===== src/pkg/mpt_pkg.sv =====
package mpt_pkg;
   localparam int          NTMR       = 5;
   localparam logic [2:0]  TMR_LAST   = 3'h4;
   localparam logic [4:0]  OFS_CTRL   = 5'h00;
   localparam logic [4:0]  OFS_HIGH   = 5'h04;
   localparam logic [4:0]  OFS_LOW    = 5'h08;
   localparam logic [4:0]  OFS_CMD    = 5'h0c;
   localparam logic [4:0]  OFS_STAT   = 5'h10;
   localparam int          CF_EN      = 0;
   localparam int          CF_PRE     = 1;
   localparam int          CF_RISE    = 6;
   localparam int          CF_PER     = 7;
   localparam int          CF_OUT     = 8;
   localparam int          CF_EXT     = 9;
   localparam int          CF_INVC    = 10;
   localparam int          CF_PINV    = 11;
   localparam int          CF_GOFF    = 12;
   localparam int          CF_MODE    = 13;
   localparam logic [15:0] CTRL_RST   = 16'h1000;
   localparam logic [4:0]  PRE_MAX    = 5'h10;
   localparam logic [1:0]  MODE_TMR   = 2'h0;
   localparam logic [1:0]  MODE_DS    = 2'h1;
   localparam logic [1:0]  MODE_CNT   = 2'h2;
   localparam int          CMD_START  = 0;
   localparam int          CMD_STOP   = 1;
   localparam int          CMD_RPT    = 2;
   localparam int          ST_RUN     = 0;
   localparam int          ST_OUT     = 1;
   localparam int          ST_RISE    = 2;
   localparam int          ST_PER     = 3;
   localparam int          ST_CNT     = 16;
   localparam logic [2:0]  HSIZE_WORD = 3'h2;

   typedef enum logic [1:0] {CH_IDLE = 2'b01, CH_RUN = 2'b10} mpt_ch_state_t;

   typedef struct packed {
      mpt_ch_state_t st;
      logic [15:0]   pre;
      logic [15:0]   cnt;
      logic [15:0]   acc;
      logic [4:0]    idx;
      logic          inv_clk;
      logic          pwm_inv;
      logic          goff;
      logic          ext;
      logic [1:0]    mode;
      logic          rpt;
      logic          out;
      logic          rise;
      logic          per;
      logic          ext_d;
   } mpt_ch_t;

   localparam mpt_ch_t CH_RST = '{st: CH_IDLE, default: '0};

   function automatic logic [15:0] mpt_mask(input logic [4:0] idx);
      mpt_mask = (idx >= PRE_MAX) ? 16'hffff
                                  : 16'((17'h1 << idx) - 17'h1);
   endfunction
endpackage


===== src/pkg/mpt_tmr_if.sv =====
`timescale 1ns/100ps
interface mpt_tmr_if;
   logic [15:0] ctrl;
   logic [15:0] high_count;
   logic [15:0] low_count;
   logic        start;
   logic        stop;
   logic        repeat_mode;
   logic        running;
   logic        out;
   logic        pin;
   logic        rise_event;
   logic        period_event;
   logic [15:0] count;
   modport regs (output ctrl, high_count, low_count, start, stop,
                 repeat_mode, input running, out, pin, rise_event,
                 period_event, count);
   modport chan (input ctrl, high_count, low_count, start, stop,
                 repeat_mode, output running, out, pin, rise_event,
                 period_event, count);
endinterface


===== src/verilog/mpt_sync.sv =====
`timescale 1ns/100ps
module mpt_sync
   import mpt_pkg::*;
#(
   parameter int W = 2
) (
   input  wire logic         clk,
   input  wire logic         rst_n,
   input  wire logic         ce,
   input  wire logic [W-1:0] d,
   output logic      [W-1:0] q
);
   typedef struct packed {
      logic [W-1:0] s1;
      logic [W-1:0] s2;
   } mpt_sync_t;

   mpt_sync_t r;
   mpt_sync_t r_next;

   always_comb begin
      r_next    = r;
      r_next.s1 = d;
      r_next.s2 = r.s1;
   end

   always_ff @(posedge clk or negedge rst_n) begin
      if (!rst_n) begin
         r <= '0;
      end else if (ce) begin
         r <= r_next;
      end
   end

   assign q = r.s2;
endmodule // mpt_sync


===== src/verilog/mpt_chan.sv =====
`timescale 1ns/100ps
module mpt_chan
   import mpt_pkg::*;
#(
   parameter bit HAS_PINS = 1'b0
) (
   input  wire logic clk,
   input  wire logic rst_n,
   input  wire logic ce,
   input  wire logic ext_clk_s,
   input  wire logic gate_s,
   mpt_tmr_if.chan   tif
);
   mpt_ch_t     q;
   mpt_ch_t     n;
   logic [15:0] msk;
   logic [15:0] cnt_n;
   logic        tick;
   logic        gate_act;
   logic        use_ext;
   logic        ext_edge;
   logic        step;
   logic        ds_c;

   always_comb begin
      n       = q;
      n.rise  = 1'b0;
      n.per   = 1'b0;
      n.ext_d = ext_clk_s;
      msk     = mpt_mask(q.idx);
      tick    = (q.pre & msk) == msk;
      // Gating is a sampled level; pulses under one clock may be missed.
      gate_act = HAS_PINS && !q.goff && gate_s == q.inv_clk;
      use_ext  = HAS_PINS && q.ext && q.mode == MODE_CNT;
      ext_edge = (ext_clk_s ^ q.inv_clk) && !(q.ext_d ^ q.inv_clk);
      step     = !gate_act && (use_ext ? ext_edge : tick);
      cnt_n    = q.cnt + 16'h1;
      ds_c     = 1'b0;
      case (q.st)
         CH_IDLE: begin
            if (tif.start) begin
               n.st      = CH_RUN;
               n.idx     = (tif.ctrl[CF_PRE +: 5] > PRE_MAX) ? PRE_MAX
                                                          : tif.ctrl[CF_PRE +: 5];
               n.inv_clk = tif.ctrl[CF_INVC];
               n.pwm_inv = tif.ctrl[CF_PINV];
               n.goff    = tif.ctrl[CF_GOFF];
               n.ext     = tif.ctrl[CF_EXT];
               n.mode    = (!HAS_PINS && tif.ctrl[CF_MODE +: 2] == MODE_CNT)
                           ? MODE_TMR : tif.ctrl[CF_MODE +: 2];
               n.rpt     = tif.repeat_mode;
               n.pre     = 16'h0;
               n.cnt     = 16'h0;
               n.acc     = 16'h0;
               n.out     = 1'b0;
            end
         end
         CH_RUN: begin
            if (!gate_act) begin
               n.pre = q.pre + 16'h1;
            end
            if (tif.stop) begin
               n.st  = CH_IDLE;
               n.out = 1'b0;
            end else if (step && q.mode == MODE_DS) begin
               {ds_c, n.acc} = {1'b0, q.acc} + {1'b0, tif.high_count};
               n.out         = ds_c;
            end else if (step) begin
               n.cnt = cnt_n;
               if (cnt_n == tif.high_count) begin
                  n.out  = q.mode != MODE_CNT;
                  n.rise = 1'b1;
               end
               if (cnt_n == tif.low_count) begin
                  n.out = 1'b0;
                  n.per = 1'b1;
                  n.cnt = 16'h0;
                  if (!q.rpt) begin
                     n.st = CH_IDLE;
                  end
               end
            end
         end
         default: n = CH_RST;
      endcase
   end

   always_ff @(posedge clk or negedge rst_n) begin
      if (!rst_n) begin
         q <= CH_RST;
      end else if (ce) begin
         q <= n;
      end
   end

   assign tif.pin          = (q.out && !gate_act) ^ q.pwm_inv;
   assign tif.out          = q.out;
   assign tif.running      = q.st == CH_RUN;
   assign tif.rise_event   = q.rise;
   assign tif.period_event = q.per;
   assign tif.count        = q.cnt;

   property p_tick_div2;
      @(posedge clk) disable iff (!rst_n)
      ce && q.st == CH_RUN && q.idx == 5'h01 && tick && !gate_act
      |=> !ce || !tick;
   endproperty
   a_tick_div2: assert property (p_tick_div2)
      else $error("Prescale by two ticked twice in a row.");

   property p_rise_out;
      @(posedge clk) disable iff (!rst_n)
      q.rise && q.mode != MODE_CNT && !q.per |-> q.out;
   endproperty
   a_rise_out: assert property (p_rise_out)
      else $error("Rise event without a high output.");

   property p_single_halt;
      @(posedge clk) disable iff (!rst_n)
      q.per && !q.rpt |-> q.st == CH_IDLE && !q.out;
   endproperty
   a_single_halt: assert property (p_single_halt)
      else $error("Single shot did not halt at the period end.");

   property p_repeat_restart;
      @(posedge clk) disable iff (!rst_n)
      q.per && q.rpt |-> q.st == CH_RUN && q.cnt == 16'h0;
   endproperty
   a_repeat_restart: assert property (p_repeat_restart)
      else $error("Repeat did not restart from zero.");

   property p_gate_hold;
      @(posedge clk) disable iff (!rst_n)
      ce && q.st == CH_RUN && gate_act |=> $stable(q.cnt);
   endproperty
   a_gate_hold: assert property (p_gate_hold)
      else $error("Count moved while gated.");

   property p_latched_cfg;
      @(posedge clk) disable iff (!rst_n)
      q.st == CH_RUN ##1 q.st == CH_RUN
      |-> $stable(q.idx) && $stable(q.pwm_inv) && $stable(q.goff);
   endproperty
   a_latched_cfg: assert property (p_latched_cfg)
      else $error("Setting changed during an active cycle.");

   property p_no_count_mode;
      @(posedge clk) disable iff (!rst_n)
      !HAS_PINS |-> q.mode != MODE_CNT && !gate_act;
   endproperty
   a_no_count_mode: assert property (p_no_count_mode)
      else $error("Input-based mode on an instance without inputs.");
endmodule // mpt_chan


===== src/verilog/mpt_top.sv =====
`timescale 1ns/100ps
// Overview of operation
// - Five timers; only timer zero has inputs.
// - Tick is source clock over two^index.
// - Rise interrupt on output low-to-high, if enabled.
// - Period interrupt on high-to-low period end.
// - Counter mode interrupts at target counts.
// - Pin driven only with output enable set.
// - Output enable takes timer pins from GPIO.
// - Timer zero external clock only in counter mode.
// - External clock comes from digital pin eight.
// - Counter mode counts incoming clock edges.
// - Invert setting picks gate level and edge.
// - Gating works with the internal clock.
// - Timer mode runs single shot or repeat.
// - Gate input pauses the counter, timer zero.
// - Gating off ignores the gate input.
// - Every timer can invert its PWM output.
// - Output high after high_count, low after low_count.
// - Repeat restarts the cycle until stopped.
// - Single counter mode halts at second target.
// - Repeat counter mode restarts from zero.
module mpt_top
   import mpt_pkg::*;
(
   input  wire logic        CLK,
   input  wire logic        RST_N,
   input  wire logic        CE,
   input  wire logic        HSEL,
   input  wire logic [31:0] HADDR,
   input  wire logic [1:0]  HTRANS,
   input  wire logic        HWRITE,
   input  wire logic [2:0]  HSIZE,
   input  wire logic [31:0] HWDATA,
   input  wire logic        HREADY,
   output logic      [31:0] HRDATA,
   output logic             HREADYOUT,
   output logic             HRESP,
   input  wire logic        DIG_PIN_EIGHT,
   input  wire logic        GATE_IN,
   output logic      [4:0]  PWM_OUT,
   output logic      [4:0]  PWM_OE_N,
   output logic      [4:0]  GPIO_BLOCK,
   output logic      [4:0]  TMR_IRQ
);
   typedef struct packed {
      logic [NTMR-1:0][15:0] ctrl;
      logic [NTMR-1:0][15:0] high;
      logic [NTMR-1:0][15:0] low;
      logic [NTMR-1:0]       start;
      logic [NTMR-1:0]       stop;
      logic [NTMR-1:0]       rpt;
      logic [NTMR-1:0]       rise_f;
      logic [NTMR-1:0]       per_f;
      logic [31:0]           rdata;
      logic                  wr;
      logic [7:0]            waddr;
      logic                  ready;
      logic [NTMR-1:0]       pwm;
      logic [NTMR-1:0]       oe_n;
      logic [NTMR-1:0]       gpio_blk;
      logic [NTMR-1:0]       irq;
   } mpt_top_t;

   localparam mpt_top_t TOP_RST = '{ctrl:  {NTMR{CTRL_RST}},
                                    ready: 1'b1,
                                    oe_n:  {NTMR{1'b1}},
                                    default: '0};

   mpt_top_t              q;
   mpt_top_t              n;
   logic [1:0]            pin_s;
   logic [NTMR-1:0]       ch_run;
   logic [NTMR-1:0]       ch_out;
   logic [NTMR-1:0]       ch_pin;
   logic [NTMR-1:0]       ch_rise;
   logic [NTMR-1:0]       ch_per;
   logic [NTMR-1:0][15:0] ch_cnt;
   logic [2:0]            wt;
   logic [4:0]            wo;
   logic [2:0]            rt;
   logic [4:0]            ro;
   logic                  rd_ok;
   logic                  wr_ok;

   mpt_tmr_if tif [NTMR] ();

   // Pin eight and the gate pin both come from outside the clock domain.
   mpt_sync #(
      .W (2)
   ) u_sync (
      .clk   (CLK),
      .rst_n (RST_N),
      .ce    (CE),
      .d     ({GATE_IN, DIG_PIN_EIGHT}),
      .q     (pin_s)
   );

   for (genvar g = 0; g < NTMR; g++) begin : g_tmr
      assign tif[g].ctrl        = q.ctrl[g];
      assign tif[g].high_count  = q.high[g];
      assign tif[g].low_count   = q.low[g];
      assign tif[g].start       = q.start[g];
      assign tif[g].stop        = q.stop[g];
      assign tif[g].repeat_mode = q.rpt[g];
      assign ch_run[g]          = tif[g].running;
      assign ch_out[g]          = tif[g].out;
      assign ch_pin[g]          = tif[g].pin;
      assign ch_rise[g]         = tif[g].rise_event;
      assign ch_per[g]          = tif[g].period_event;
      assign ch_cnt[g]          = tif[g].count;

      mpt_chan #(
         .HAS_PINS (g == 0)
      ) u_chan (
         .clk       (CLK),
         .rst_n     (RST_N),
         .ce        (CE),
         .ext_clk_s (pin_s[0]),
         .gate_s    (pin_s[1]),
         .tif       (tif[g])
      );
   end

   always_comb begin
      n       = q;
      n.start = '0;
      n.stop  = '0;
      wt      = q.waddr[7:5];
      wo      = q.waddr[4:0];
      rt      = HADDR[7:5];
      ro      = HADDR[4:0];
      rd_ok   = HSEL && HTRANS[1] && HREADY && !HWRITE
                && HADDR[31:8] == 24'h0 && rt <= TMR_LAST;
      wr_ok   = HSEL && HTRANS[1] && HREADY && HWRITE
                && HSIZE == HSIZE_WORD && HADDR[31:8] == 24'h0;
      if (q.wr && wt <= TMR_LAST) begin
         case (wo)
            OFS_CTRL: n.ctrl[wt] = HWDATA[15:0];
            OFS_HIGH: n.high[wt] = HWDATA[15:0];
            OFS_LOW:  n.low[wt]  = HWDATA[15:0];
            OFS_CMD: begin
               // A start on a timer that is not enabled is dropped.
               n.start[wt] = HWDATA[CMD_START] && q.ctrl[wt][CF_EN];
               n.stop[wt]  = HWDATA[CMD_STOP];
               if (HWDATA[CMD_START]) begin
                  n.rpt[wt] = HWDATA[CMD_RPT];
               end
            end
            default: ;
         endcase
      end
      n.wr    = wr_ok;
      n.waddr = HADDR[7:0];
      n.rdata = 32'h0;
      if (rd_ok) begin
         case (ro)
            OFS_CTRL: n.rdata[15:0]     = q.ctrl[rt];
            OFS_HIGH: n.rdata[15:0]     = q.high[rt];
            OFS_LOW:  n.rdata[15:0]     = q.low[rt];
            OFS_CMD:  n.rdata[CMD_RPT]  = q.rpt[rt];
            OFS_STAT: begin
               n.rdata[ST_RUN]      = ch_run[rt];
               n.rdata[ST_OUT]      = ch_out[rt];
               n.rdata[ST_RISE]     = q.rise_f[rt];
               n.rdata[ST_PER]      = q.per_f[rt];
               n.rdata[ST_CNT +: 16] = ch_cnt[rt];
               n.rise_f[rt]         = 1'b0;
               n.per_f[rt]          = 1'b0;
            end
            default: ;
         endcase
      end
      // Set after clear, so an event in the reading cycle is kept.
      n.rise_f = n.rise_f | ch_rise;
      n.per_f  = n.per_f | ch_per;
      n.ready  = 1'b1;
      for (int i = 0; i < NTMR; i++) begin
         n.irq[i]      = (n.rise_f[i] && q.ctrl[i][CF_RISE])
                         || (n.per_f[i] && q.ctrl[i][CF_PER]);
         n.gpio_blk[i] = q.ctrl[i][CF_OUT];
         n.oe_n[i]     = !(q.ctrl[i][CF_OUT] && q.ctrl[i][CF_EN]
                           && q.ctrl[i][CF_MODE +: 2] != MODE_CNT);
         n.pwm[i]      = ch_pin[i];
      end
   end

   always_ff @(posedge CLK or negedge RST_N) begin
      if (!RST_N) begin
         q <= TOP_RST;
      end else if (CE) begin
         q <= n;
      end
   end

   assign HRDATA     = q.rdata;
   assign HREADYOUT  = q.ready;
   assign HRESP      = 1'b0;
   assign PWM_OUT    = q.pwm;
   assign PWM_OE_N   = q.oe_n;
   assign GPIO_BLOCK = q.gpio_blk;
   assign TMR_IRQ    = q.irq;

   property p_rise_irq;
      @(posedge CLK) disable iff (!RST_N)
      CE && ch_rise[0] && q.ctrl[0][CF_RISE] |=> TMR_IRQ[0];
   endproperty
   a_rise_irq: assert property (p_rise_irq)
      else $error("Rise event did not raise the interrupt.");

   property p_per_irq;
      @(posedge CLK) disable iff (!RST_N)
      CE && ch_per[3] && q.ctrl[3][CF_PER] |=> TMR_IRQ[3];
   endproperty
   a_per_irq: assert property (p_per_irq)
      else $error("Period event did not raise the interrupt.");

   property p_no_irq;
      @(posedge CLK) disable iff (!RST_N)
      CE && !q.ctrl[2][CF_RISE] && !q.ctrl[2][CF_PER] |=> !TMR_IRQ[2];
   endproperty
   a_no_irq: assert property (p_no_irq)
      else $error("Interrupt raised with both enables clear.");

   property p_flag_held;
      @(posedge CLK) disable iff (!RST_N)
      CE && ch_per[1] |=> q.per_f[1] ##1 (q.per_f[1] || $past(rd_ok));
   endproperty
   a_flag_held: assert property (p_flag_held)
      else $error("Period flag lost before a status read.");

   property p_gpio_block;
      @(posedge CLK) disable iff (!RST_N)
      CE |=> GPIO_BLOCK[4] == $past(q.ctrl[4][CF_OUT]);
   endproperty
   a_gpio_block: assert property (p_gpio_block)
      else $error("Pin release does not follow output enable.");

   property p_pin_off;
      @(posedge CLK) disable iff (!RST_N)
      CE && !q.ctrl[0][CF_OUT] |=> PWM_OE_N[0];
   endproperty
   a_pin_off: assert property (p_pin_off)
      else $error("Pin driven with output enable clear.");

   property p_start_disabled;
      @(posedge CLK) disable iff (!RST_N)
      CE && q.wr && q.waddr == {3'h0, OFS_CMD} && !q.ctrl[0][CF_EN]
      |=> !q.start[0];
   endproperty
   a_start_disabled: assert property (p_start_disabled)
      else $error("Start accepted on a disabled timer.");

   property p_read_ctrl;
      @(posedge CLK) disable iff (!RST_N)
      CE && rd_ok && rt == 3'h1 && ro == OFS_CTRL
      |=> HRDATA == {16'h0, $past(q.ctrl[1])};
   endproperty
   a_read_ctrl: assert property (p_read_ctrl)
      else $error("Control read returned the wrong value.");

   property p_stat_clear;
      @(posedge CLK) disable iff (!RST_N)
      CE && rd_ok && rt == 3'h2 && ro == OFS_STAT && !ch_rise[2]
      |=> !q.rise_f[2];
   endproperty
   a_stat_clear: assert property (p_stat_clear)
      else $error("Status read did not clear the rise flag.");

   property p_rise_flag;
      @(posedge CLK) disable iff (!RST_N)
      CE && ch_rise[0] |=> q.rise_f[0];
   endproperty
   a_rise_flag: assert property (p_rise_flag)
      else $error("Rise event was not latched.");

   property p_pin_follow;
      @(posedge CLK) disable iff (!RST_N)
      CE |=> PWM_OUT[1] == $past(ch_pin[1]);
   endproperty
   a_pin_follow: assert property (p_pin_follow)
      else $error("Pin output does not follow the timer.");

   property p_gpio_free;
      @(posedge CLK) disable iff (!RST_N)
      CE && !q.ctrl[2][CF_OUT] |=> !GPIO_BLOCK[2];
   endproperty
   a_gpio_free: assert property (p_gpio_free)
      else $error("Pins kept from GPIO with output enable clear.");
endmodule // mpt_top


===== config.mk =====
export PLATFORM = sky130hd
export DESIGN_NAME = mpt_top
export DESIGN_NICKNAME = d
export VERILOG_FILES = /design/src/pkg/mpt_pkg.sv /design/src/pkg/mpt_tmr_if.sv /design/src/verilog/mpt_sync.sv /design/src/verilog/mpt_chan.sv /design/src/verilog/mpt_top.sv
export SDC_FILE = /design/constraint.sdc
export NUM_CORES = 2
export LEC_CHECK = 0
export ABC_AREA = 1
export BUFFER_PORTS_ARGS = -buffer_cell sky130_fd_sc_hd__buf_4
export CORE_MARGIN = 5
export CORE_UTILIZATION = 49
export CTS_BUF_LIST = sky130_fd_sc_hd__clkbuf_4
export DETAILED_ROUTE_END_ITERATION = 10
export PLACE_DENSITY = 0.76
export SKIP_LAST_GASP = 1
export SLEW_MARGIN = 20
export SYNTH_ARGS = -nofsm -noshare
export SYNTH_HDL_FRONTEND = slang
export SYNTH_SLANG_ARGS = --single-unit

===== constraint.sdc =====
create_clock -name CLK -period 2.6 [get_ports CLK]
set_input_delay 0.65 -clock CLK [delete_from_list [all_inputs] [get_ports CLK]]
set_output_delay 0.65 -clock CLK [all_outputs]
set_load 0.05 [all_outputs]

* Word level (Yosys, flattened, before mapping)
Index checks and enable logic that the tools add are counted.
** Word-level totals
- Register bits after elaboration :: 644
- Input port bits :: 77
- Output and inout bits :: 54
- Logic and storage cells :: 528
** Cells by class
- $add $sub $neg :: 20
- Magnitude comparators :: 16
- Equality and inequality tests :: 110
- Shifts and indexed selects :: 5
- Mux-type cells :: 171
- Bitwise logic cells :: 24
- Reduce and logical (&&, ||, !) cells :: 94
** Operator list (number)
- one-hot mux 50 bit (2 select lines) :: 5
- two-way mux 16 bit :: 31
- two-way mux 63 bit :: 5
- binary-select mux 16 bit (select 3 bit) :: 5
- bitwise mux 80 bit :: 3
- equality test 16 bit :: 15
- adder 16 x 1 -> 16 bit, second input constant :: 10
- two-way mux 32 bit :: 5
- one-hot mux 12 bit (2 select lines) :: 5
- two-way mux 2 bit :: 49
- adder 16 x 16 -> 17 bit :: 5
- AND 16 bit :: 5
- left shift 1 x 5 -> 16 bit, first input constant :: 5
- subtractor 16 x 1 -> 16 bit, second input constant :: 5
- inequality test 2 bit, second input constant :: 36
- inequality test 3 bit, second input constant :: 20
- demux 16 bit (select 3 bit) :: 1
- AND reduction 4 bit :: 11
- logical AND 1 bit :: 42
- two-way mux 42 bit :: 1
- one-hot mux 12 bit (3 select lines) :: 1
- two-way mux 1 bit :: 30
- two-way mux 15 bit :: 2
- two-way mux 5 bit :: 6
- 37 further kinds :: 137

* Logic depth before layout (Yosys ltp)
- Depth in word-level cells :: 11
- Mapped depth :: 23
- Gate-level depth less buffers :: 21

* By module
Synthesis repeated with hierarchy kept, for this count alone.
** Unflattened totals
- Cell total of the unflattened synthesis :: 5947
- Area total of the unflattened synthesis :: 42874.9 um^2
** Modules (own cells, without submodules)
- mpt_top :: instances 1, cells each 1923, area each 15807.7 um^2, seq. area each 8170.3 um^2
- mpt_chan at g_tmr[1].u_chan ... :: instances 2, cells each 794, area each 5307.6 um^2, seq. area each 1552.7 um^2
- mpt_chan at g_tmr[0].u_chan :: instances 1, cells each 848, area each 5580.4 um^2, seq. area each 1652.8 um^2
- mpt_chan at g_tmr[4].u_chan :: instances 1, cells each 793, area each 5434.0 um^2, seq. area each 1552.7 um^2
- mpt_chan at g_tmr[2].u_chan :: instances 1, cells each 776, area each 5273.8 um^2, seq. area each 1552.7 um^2
- mpt_sync :: instances 1, cells each 19, area each 163.9 um^2, seq. area each 100.1 um^2

* Least setup slack after synthesis
No wires, ideal clock.
- Path type :: register to register
- Start point :: register g_tmr[0].u_chan.q[15] (netlist name)
- End point :: register g_tmr[0].u_chan.q[23] (netlist name)
- Arrival time :: 2497 ps
- Setup slack :: -20 ps
- Cell stages (with the launch flop) :: 22
- Cell sequence :: dfrtp_1 > nor2_4 > nand2_2 > inv_2 > nand2_2 > ha_1 > a21oi_1 > a21oi_1 > nand2_1 > nor2_1 > nand2_1 > nor2_1 > nand3_1 > nor2_1 > nand3_1 > nand2_2 > nand3_2 > o21ai_2 > nand2_2 > buf_2 > nand2_1 > o21ai_2
** On the way
- Word-level cells in the longest chain between the ends :: 10
- Elaborated cells on any way between the ends :: 11
- Classes of those cells :: 1 x add/sub; 1 x order compare; 2 x eq/ne; 1 x shift; 2 x mux; 1 x bitwise; 3 x reduce/logical
** RTL lines
- from (decl) :: line mpt_chan.sv:14 : mpt_ch_t q;
- from (signal assigned) :: line mpt_chan.sv:92 : q <= n;
- left shift 1 x 5 -> 16 bit :: line mpt_pkg.sv:58 : : 16'((17'h1 << idx) - 17'h1);
- subtractor 16 x 1 -> 16 bit :: line mpt_pkg.sv:58
- two-way mux 16 bit (*) :: line mpt_pkg.sv:57 : mpt_mask = (idx >= PRE_MAX) ? 16'hffff
- AND 16 bit :: line mpt_chan.sv:31 : tick = (q.pre & msk) == msk;
- equality test 16 bit (*) :: line mpt_chan.sv:31
- two-way mux 1 bit (*) :: line mpt_chan.sv:36 : step = !gate_act && (use_ext ? ext_edge : tick);
- logical AND 1 bit (*) :: line mpt_chan.sv:36
- logical AND 1 bit (*) :: line mpt_chan.sv:65 : end else if (step && q.mode == MODE_DS) begin
- inequality test 2 bit (no source line) (*)
- AND reduction 4 bit (no source line) (*)
Mark *: on every way between the ends. The rest lies on a longest branch, timed or not.
A chain may end at the register's enable or synchronous reset.

* Worst setup path after layout
- Start point :: register g_tmr[2].u_chan.q[14] (netlist name)
- End point :: register g_tmr[2].u_chan.q, in the netlist g_tmr[2].u_chan.tif.count[14]
** On the way
- Word-level cells in the longest chain between the ends :: 8
- Elaborated cells on any way between the ends :: 10
- Classes of those cells :: 1 x add/sub; 1 x order compare; 3 x eq/ne; 1 x shift; 1 x mux; 1 x bitwise; 2 x reduce/logical
** RTL lines (line)
- from (decl) :: mpt_chan.sv:14
- from (signal assigned) :: mpt_chan.sv:92
- left shift 1 x 5 -> 16 bit :: mpt_pkg.sv:58
- subtractor 16 x 1 -> 16 bit :: mpt_pkg.sv:58
- two-way mux 16 bit (*) :: mpt_pkg.sv:57
- AND 16 bit :: mpt_chan.sv:31
- equality test 16 bit (*) :: mpt_chan.sv:31
- logical AND 1 bit :: mpt_chan.sv:65
- inequality test 2 bit (no source line)
- AND reduction 5 bit (no source line) (*)
Marks and branches as above.

==> flow_summary_export.csv <==
group,metric,value,unit
timing,hold_viol,0,
min_path,hold_class,"in2reg",
timing,finClkSkew,0.0925,ns
global_routing,grt_use_total,0.336,
floorplan,fp.dieArea,86500,um2
worst_setup_path,r2r-start,"g_tmr[2].u_chan.q[14]",
min_path,min_path_cells,3,
clock_tree,cts.sinks,644,
floorplan,die_h,294,um
drt,drt-total-wl,155000,um
finish,final_net_count,6225,
finish,layout_common_cells,"nand2_1 (1218), dfrtp_1 (628), inv_1 (599)",
logic_synthesis,yosysTopAreaCellShare,0.398,
logic_synthesis,synth_ff_type,"dfrtp_1",
min_path,hold_path.startpoint,"HWDATA[8]",
clock_tree,htree_levels,4,
drt,drtIter0Drc,5424,
pwr,leakagePower,0.0236,uW
drt,drc,0,
worst_setup_path,rr_worst_depth,18,
finish,drive_gt1_frac,0.235,
job,cap_violations,0,
finish,seqCellArea,16100,um2
timing,fmax,344,MHz
min_path,worst_hold_path.endpoint,"tif[0].high_count[8]",
worst_setup_path,cp_slowest_cell,"dfrtp_1",
pwr,pwr-share-seq,0.366,
timing,postLayoutSetupSlackWorst,-0.308,ns
global_routing,grt_pass1_wl,226000,um
timing,setup_viol,155,
pwr,power_density,595,nW/um2
worst_setup_path,cp_max_fo,8,
drt,routed_via_density,5.90,
placed_design,io_buffer_count,111,
logic_synthesis,yosys.area.top_type,"dfrtp_1",
worst_setup_path,worstSetupPathType,"reg2reg",
logic_synthesis,netlist_area,39600,um2
pwr,p_sw,11200,uW
logic_synthesis,synth.area.top_cells,"dfrtp_1 (40%), nand2_1 (13%), o21ai_0 (7.4%)",
logic_synthesis,synth.net_count,5587,
logic_synthesis,synth_mux_area_frac,0,
finish,multi_input_comb_area,21800,um2
logic_synthesis,synth.avg_cell_area,7.33,um2
worst_setup_path,required,3.62,ns
status,violations,"setup timing",
clock_tree,cts_buffers,179,
placed_design,pre_cts_slack,-0.156,ns
drt,wl_per_cell,21.4,um
clock_tree,clockBufferDepth,3,
timing,relSlewSlack,0.474,
finish,fill_cells,6862,
pwr,clkPwrFrac,0.316,
floorplan,core_area,80300,um2
logic_synthesis,synth-edff-count,0,
global_routing,grt_pass1_vias,39365,
logic_synthesis,synth_simple_gate_area_frac,0.268,
finish,final_util,0.624,
finish,area_growth,26.7,%
pwr,intPower,18600,uW
placed_design,dp_hpwl,110000,um
clock_tree,clk_pin_slew,0.07,ns
floorplan,num_rows,104,
pwr,p_sw_frac,0.375,
worst_setup_path,end_kind,"flop",
drt,ant_nets,0,
timing,tightest_slew,0.781,ns
worst_setup_path,reg2reg_setup_slack,-0.31,ns
floorplan,io_pins,131,
clock_tree,clockRootBuffer,"clkbuf_4",
floorplan,die_w,294,um
worst_setup_path,path_cells,"nor2_2, nand2_1, inv_2, nand2_2, ha_4, nand2_2, nand2_2, o2111ai_2, a21oi_2, nand3_2, nor3_4, nand3_4, nor2_4, o21ai_4, buf_12, buf_12, clkbuf_16, o21ai_2",
logic_synthesis,yosysSeqAreaShare,0.408,
logic_synthesis,synth_compound_area_frac,0.169,
worst_setup_path,critical_path.startpoint_type,"flop",
logic_synthesis,synthAdderAreaFrac,0.0373,
logic_synthesis,ys_ff_latch,644,
finish,final_common_cell,"nand2_1",
logic_synthesis,syn-instance-count,5395,
pwr,max-vdd-ir-drop,419,uV
timing,rsz0062_at_grt,"true",
global_routing,grt_overflow,0,
global_routing,grt_max_degree,89,
clock_tree,clock_latency,1.15,ns
global_routing,antenna_found_initial,14,
logic_synthesis,synth_top_family_by_area,"simple AND/OR/NAND/NOR gates",
logic_synthesis,yosysWarnings,0,
worst_setup_path,arrival,3.93,ns
timing,final_max_slew_viol_count,0,
worst_setup_path,r2r-end,"g_tmr[2].u_chan.tif.count[14]",
logic_synthesis,synthArstFlopShare,1.00,
timing,fin_crit_sh,1.12,
worst_setup_path,cp_slowest_stage_delay,0.40,ns
worst_setup_path,crit_path_frequent_cell,"nand2_2",
drt,num_vias,42686,
timing,fin_crit,2.91,ns
logic_synthesis,synth_xor_xnor_area_share,0.0272,
status,status,"complete, but fails checks",
pwr,power_frac_comb,0.318,
clock_tree,cts_tree,"yes",
placed_design,gp_congestion,1.10,
floorplan,start_util,0.493,
drt,firstDrtPassIters,7,
logic_synthesis,synth.distinct_cells,72,
## area by class of cell
type | instances | share of cell area
Sequential cell | 644 | 0.322
Clock buffer | 248 | 0.0371
Inverter | 638 | 0.0482
Tap cell | 1060 | 0.0265
Timing Repair Buffer | 687 | 0.124
Multi-Input combinational cell | 3883 | 0.434
Antenna cell | 14 | 0.000699
Clock inverter | 64 | 0.00734
## registers in the layout, indices dropped and copies added (netlist names)
signal                         cells
GPIO_BLOCK                         5
HRDATA                            32
PWM_OE_N                           5
PWM_OUT                            5
TMR_IRQ                            5
g_tmr.u_chan.q                   219
g_tmr.u_chan.tif.count            80
g_tmr.u_chan.tif.out               5
g_tmr.u_chan.tif.period_event      5
g_tmr.u_chan.tif.rise_event        5
q                                 34
tif.ctrl                          80
tif.high_count                    80
tif.low_count                     80
u_sync.q                           2
u_sync.r                           2
## kinds of logic after synthesis
logic type,after synthesis
and+or+nand+nor,2473
AOI/OAI and AO/OA,1170
buffers and inverters,868
DFF,644
xor gates and xnor gates,123
adders and majority gates,115
other,2
## what timing repair did
item / 4_1_cts / 5_1_grt
setup endpoints to repair: 144 / 187
hold endpoints to repair: 518 / 0
hold buffers: 27 / 0
setup buffers: 38 / 27
gates cloned: 9 / 12
resized for setup: 143 / 449
pin swaps: 26 / 137
## power by group through the flow
stage / Sequential, uW / Clock, uW / Combinational (uW)
after detailed placement: 11000 / 0 / 6850
after CTS: 10800 / 9520 / 7890
after global routing: 11000 / 10100 / 9940
after floorplan: 11000 / 0 / 4000
after global placement: 11000 / 0 / 6700
final: 10900 / 9440 / 9470
## worst max path at each step
stage                                                to                  start  cells after the start  slack (ns)
final                     g_tmr[2].u_chan.tif.count[14]  g_tmr[2].u_chan.q[14]                     18       -0.31
after detailed placement                      HRDATA[7]               HADDR[6]                     12       -0.16
after CTS                  g_tmr[0].u_chan.tif.count[9]  g_tmr[0].u_chan.q[14]                     22       -0.15
after floorplan                   g_tmr[0].u_chan.q[23]  g_tmr[0].u_chan.q[15]                     21       0.004
after global placement                        HRDATA[7]               HADDR[6]                     12       -0.17
after global routing       g_tmr[0].u_chan.tif.count[2]  g_tmr[0].u_chan.q[15]                     21       -0.51
## metal layers
layer	part of all wire	wire length, um	vias up	global-route usage
met5	0.00023	35	-	0
li1	-	-	19305	-
met3	0.13	19700	673	0.0940
met1	0.38	59100	20007	0.447
met4	0.066	10200	4	0.187
met2	0.43	66000	2697	0.498
## critical path: cells and delay by family, from the launching register on
family	cells	cell delay (ns)
AOI/OAI and AO/OA	4	0.41
adders and majority gates	1	0.26
buffers and inverters	4	0.56
and+or+nand+nor	9	1.12
DFF	1	0.40
## Yosys cell counts (6+ instances only)
cell type / count
nor3b_1: 8
inv_2: 27
o2111ai_1: 7
buf_6: 6
a221oi_1: 6
inv_1: 604
nand3b_1: 14
buf_4: 59
a211oi_1: 25
o211ai_1: 29
nor2_4: 8
nand4_1: 94
a31oi_1: 17
buf_2: 21
nand2_1: 1321
clkinv_1: 7
o21ai_1: 61
clkbuf_1: 138
o221ai_1: 13
a21boi_0: 6
a21o_1: 7
or2_2: 20
a41oi_1: 17
dfstp_2: 15
a21oi_2: 7
xor2_1: 93
nand2_2: 19
o21ai_0: 588
o21a_1: 8
ha_1: 110
o21ai_2: 30
nor2_1: 443
dfrtp_1: 629
nor3_1: 118
nor4_1: 19
a21oi_1: 198
a22oi_1: 16
o22ai_1: 83
nor2_2: 12
nand3_1: 364
xnor2_1: 30
a22o_1: 11
o31ai_1: 13
o21bai_1: 11
## per-stage QoR
step	power (uW)	std cells	setup TNS, ns	instance area [um2]	hold slack, ns
detailed placement	17900	6815	-5.35	44700	0.467
global placement	17700	6815	-2.05	44700	0.458
CTS	28300	7199	-7.78	48100	0.00306
floorplan	15000	5395	0	39600	0.354
finish	29800	7238	-25.91	50100	0.0556
global route	31000	7231	-54.27	50100	0.00432
(Power assumes the default switching activity.)
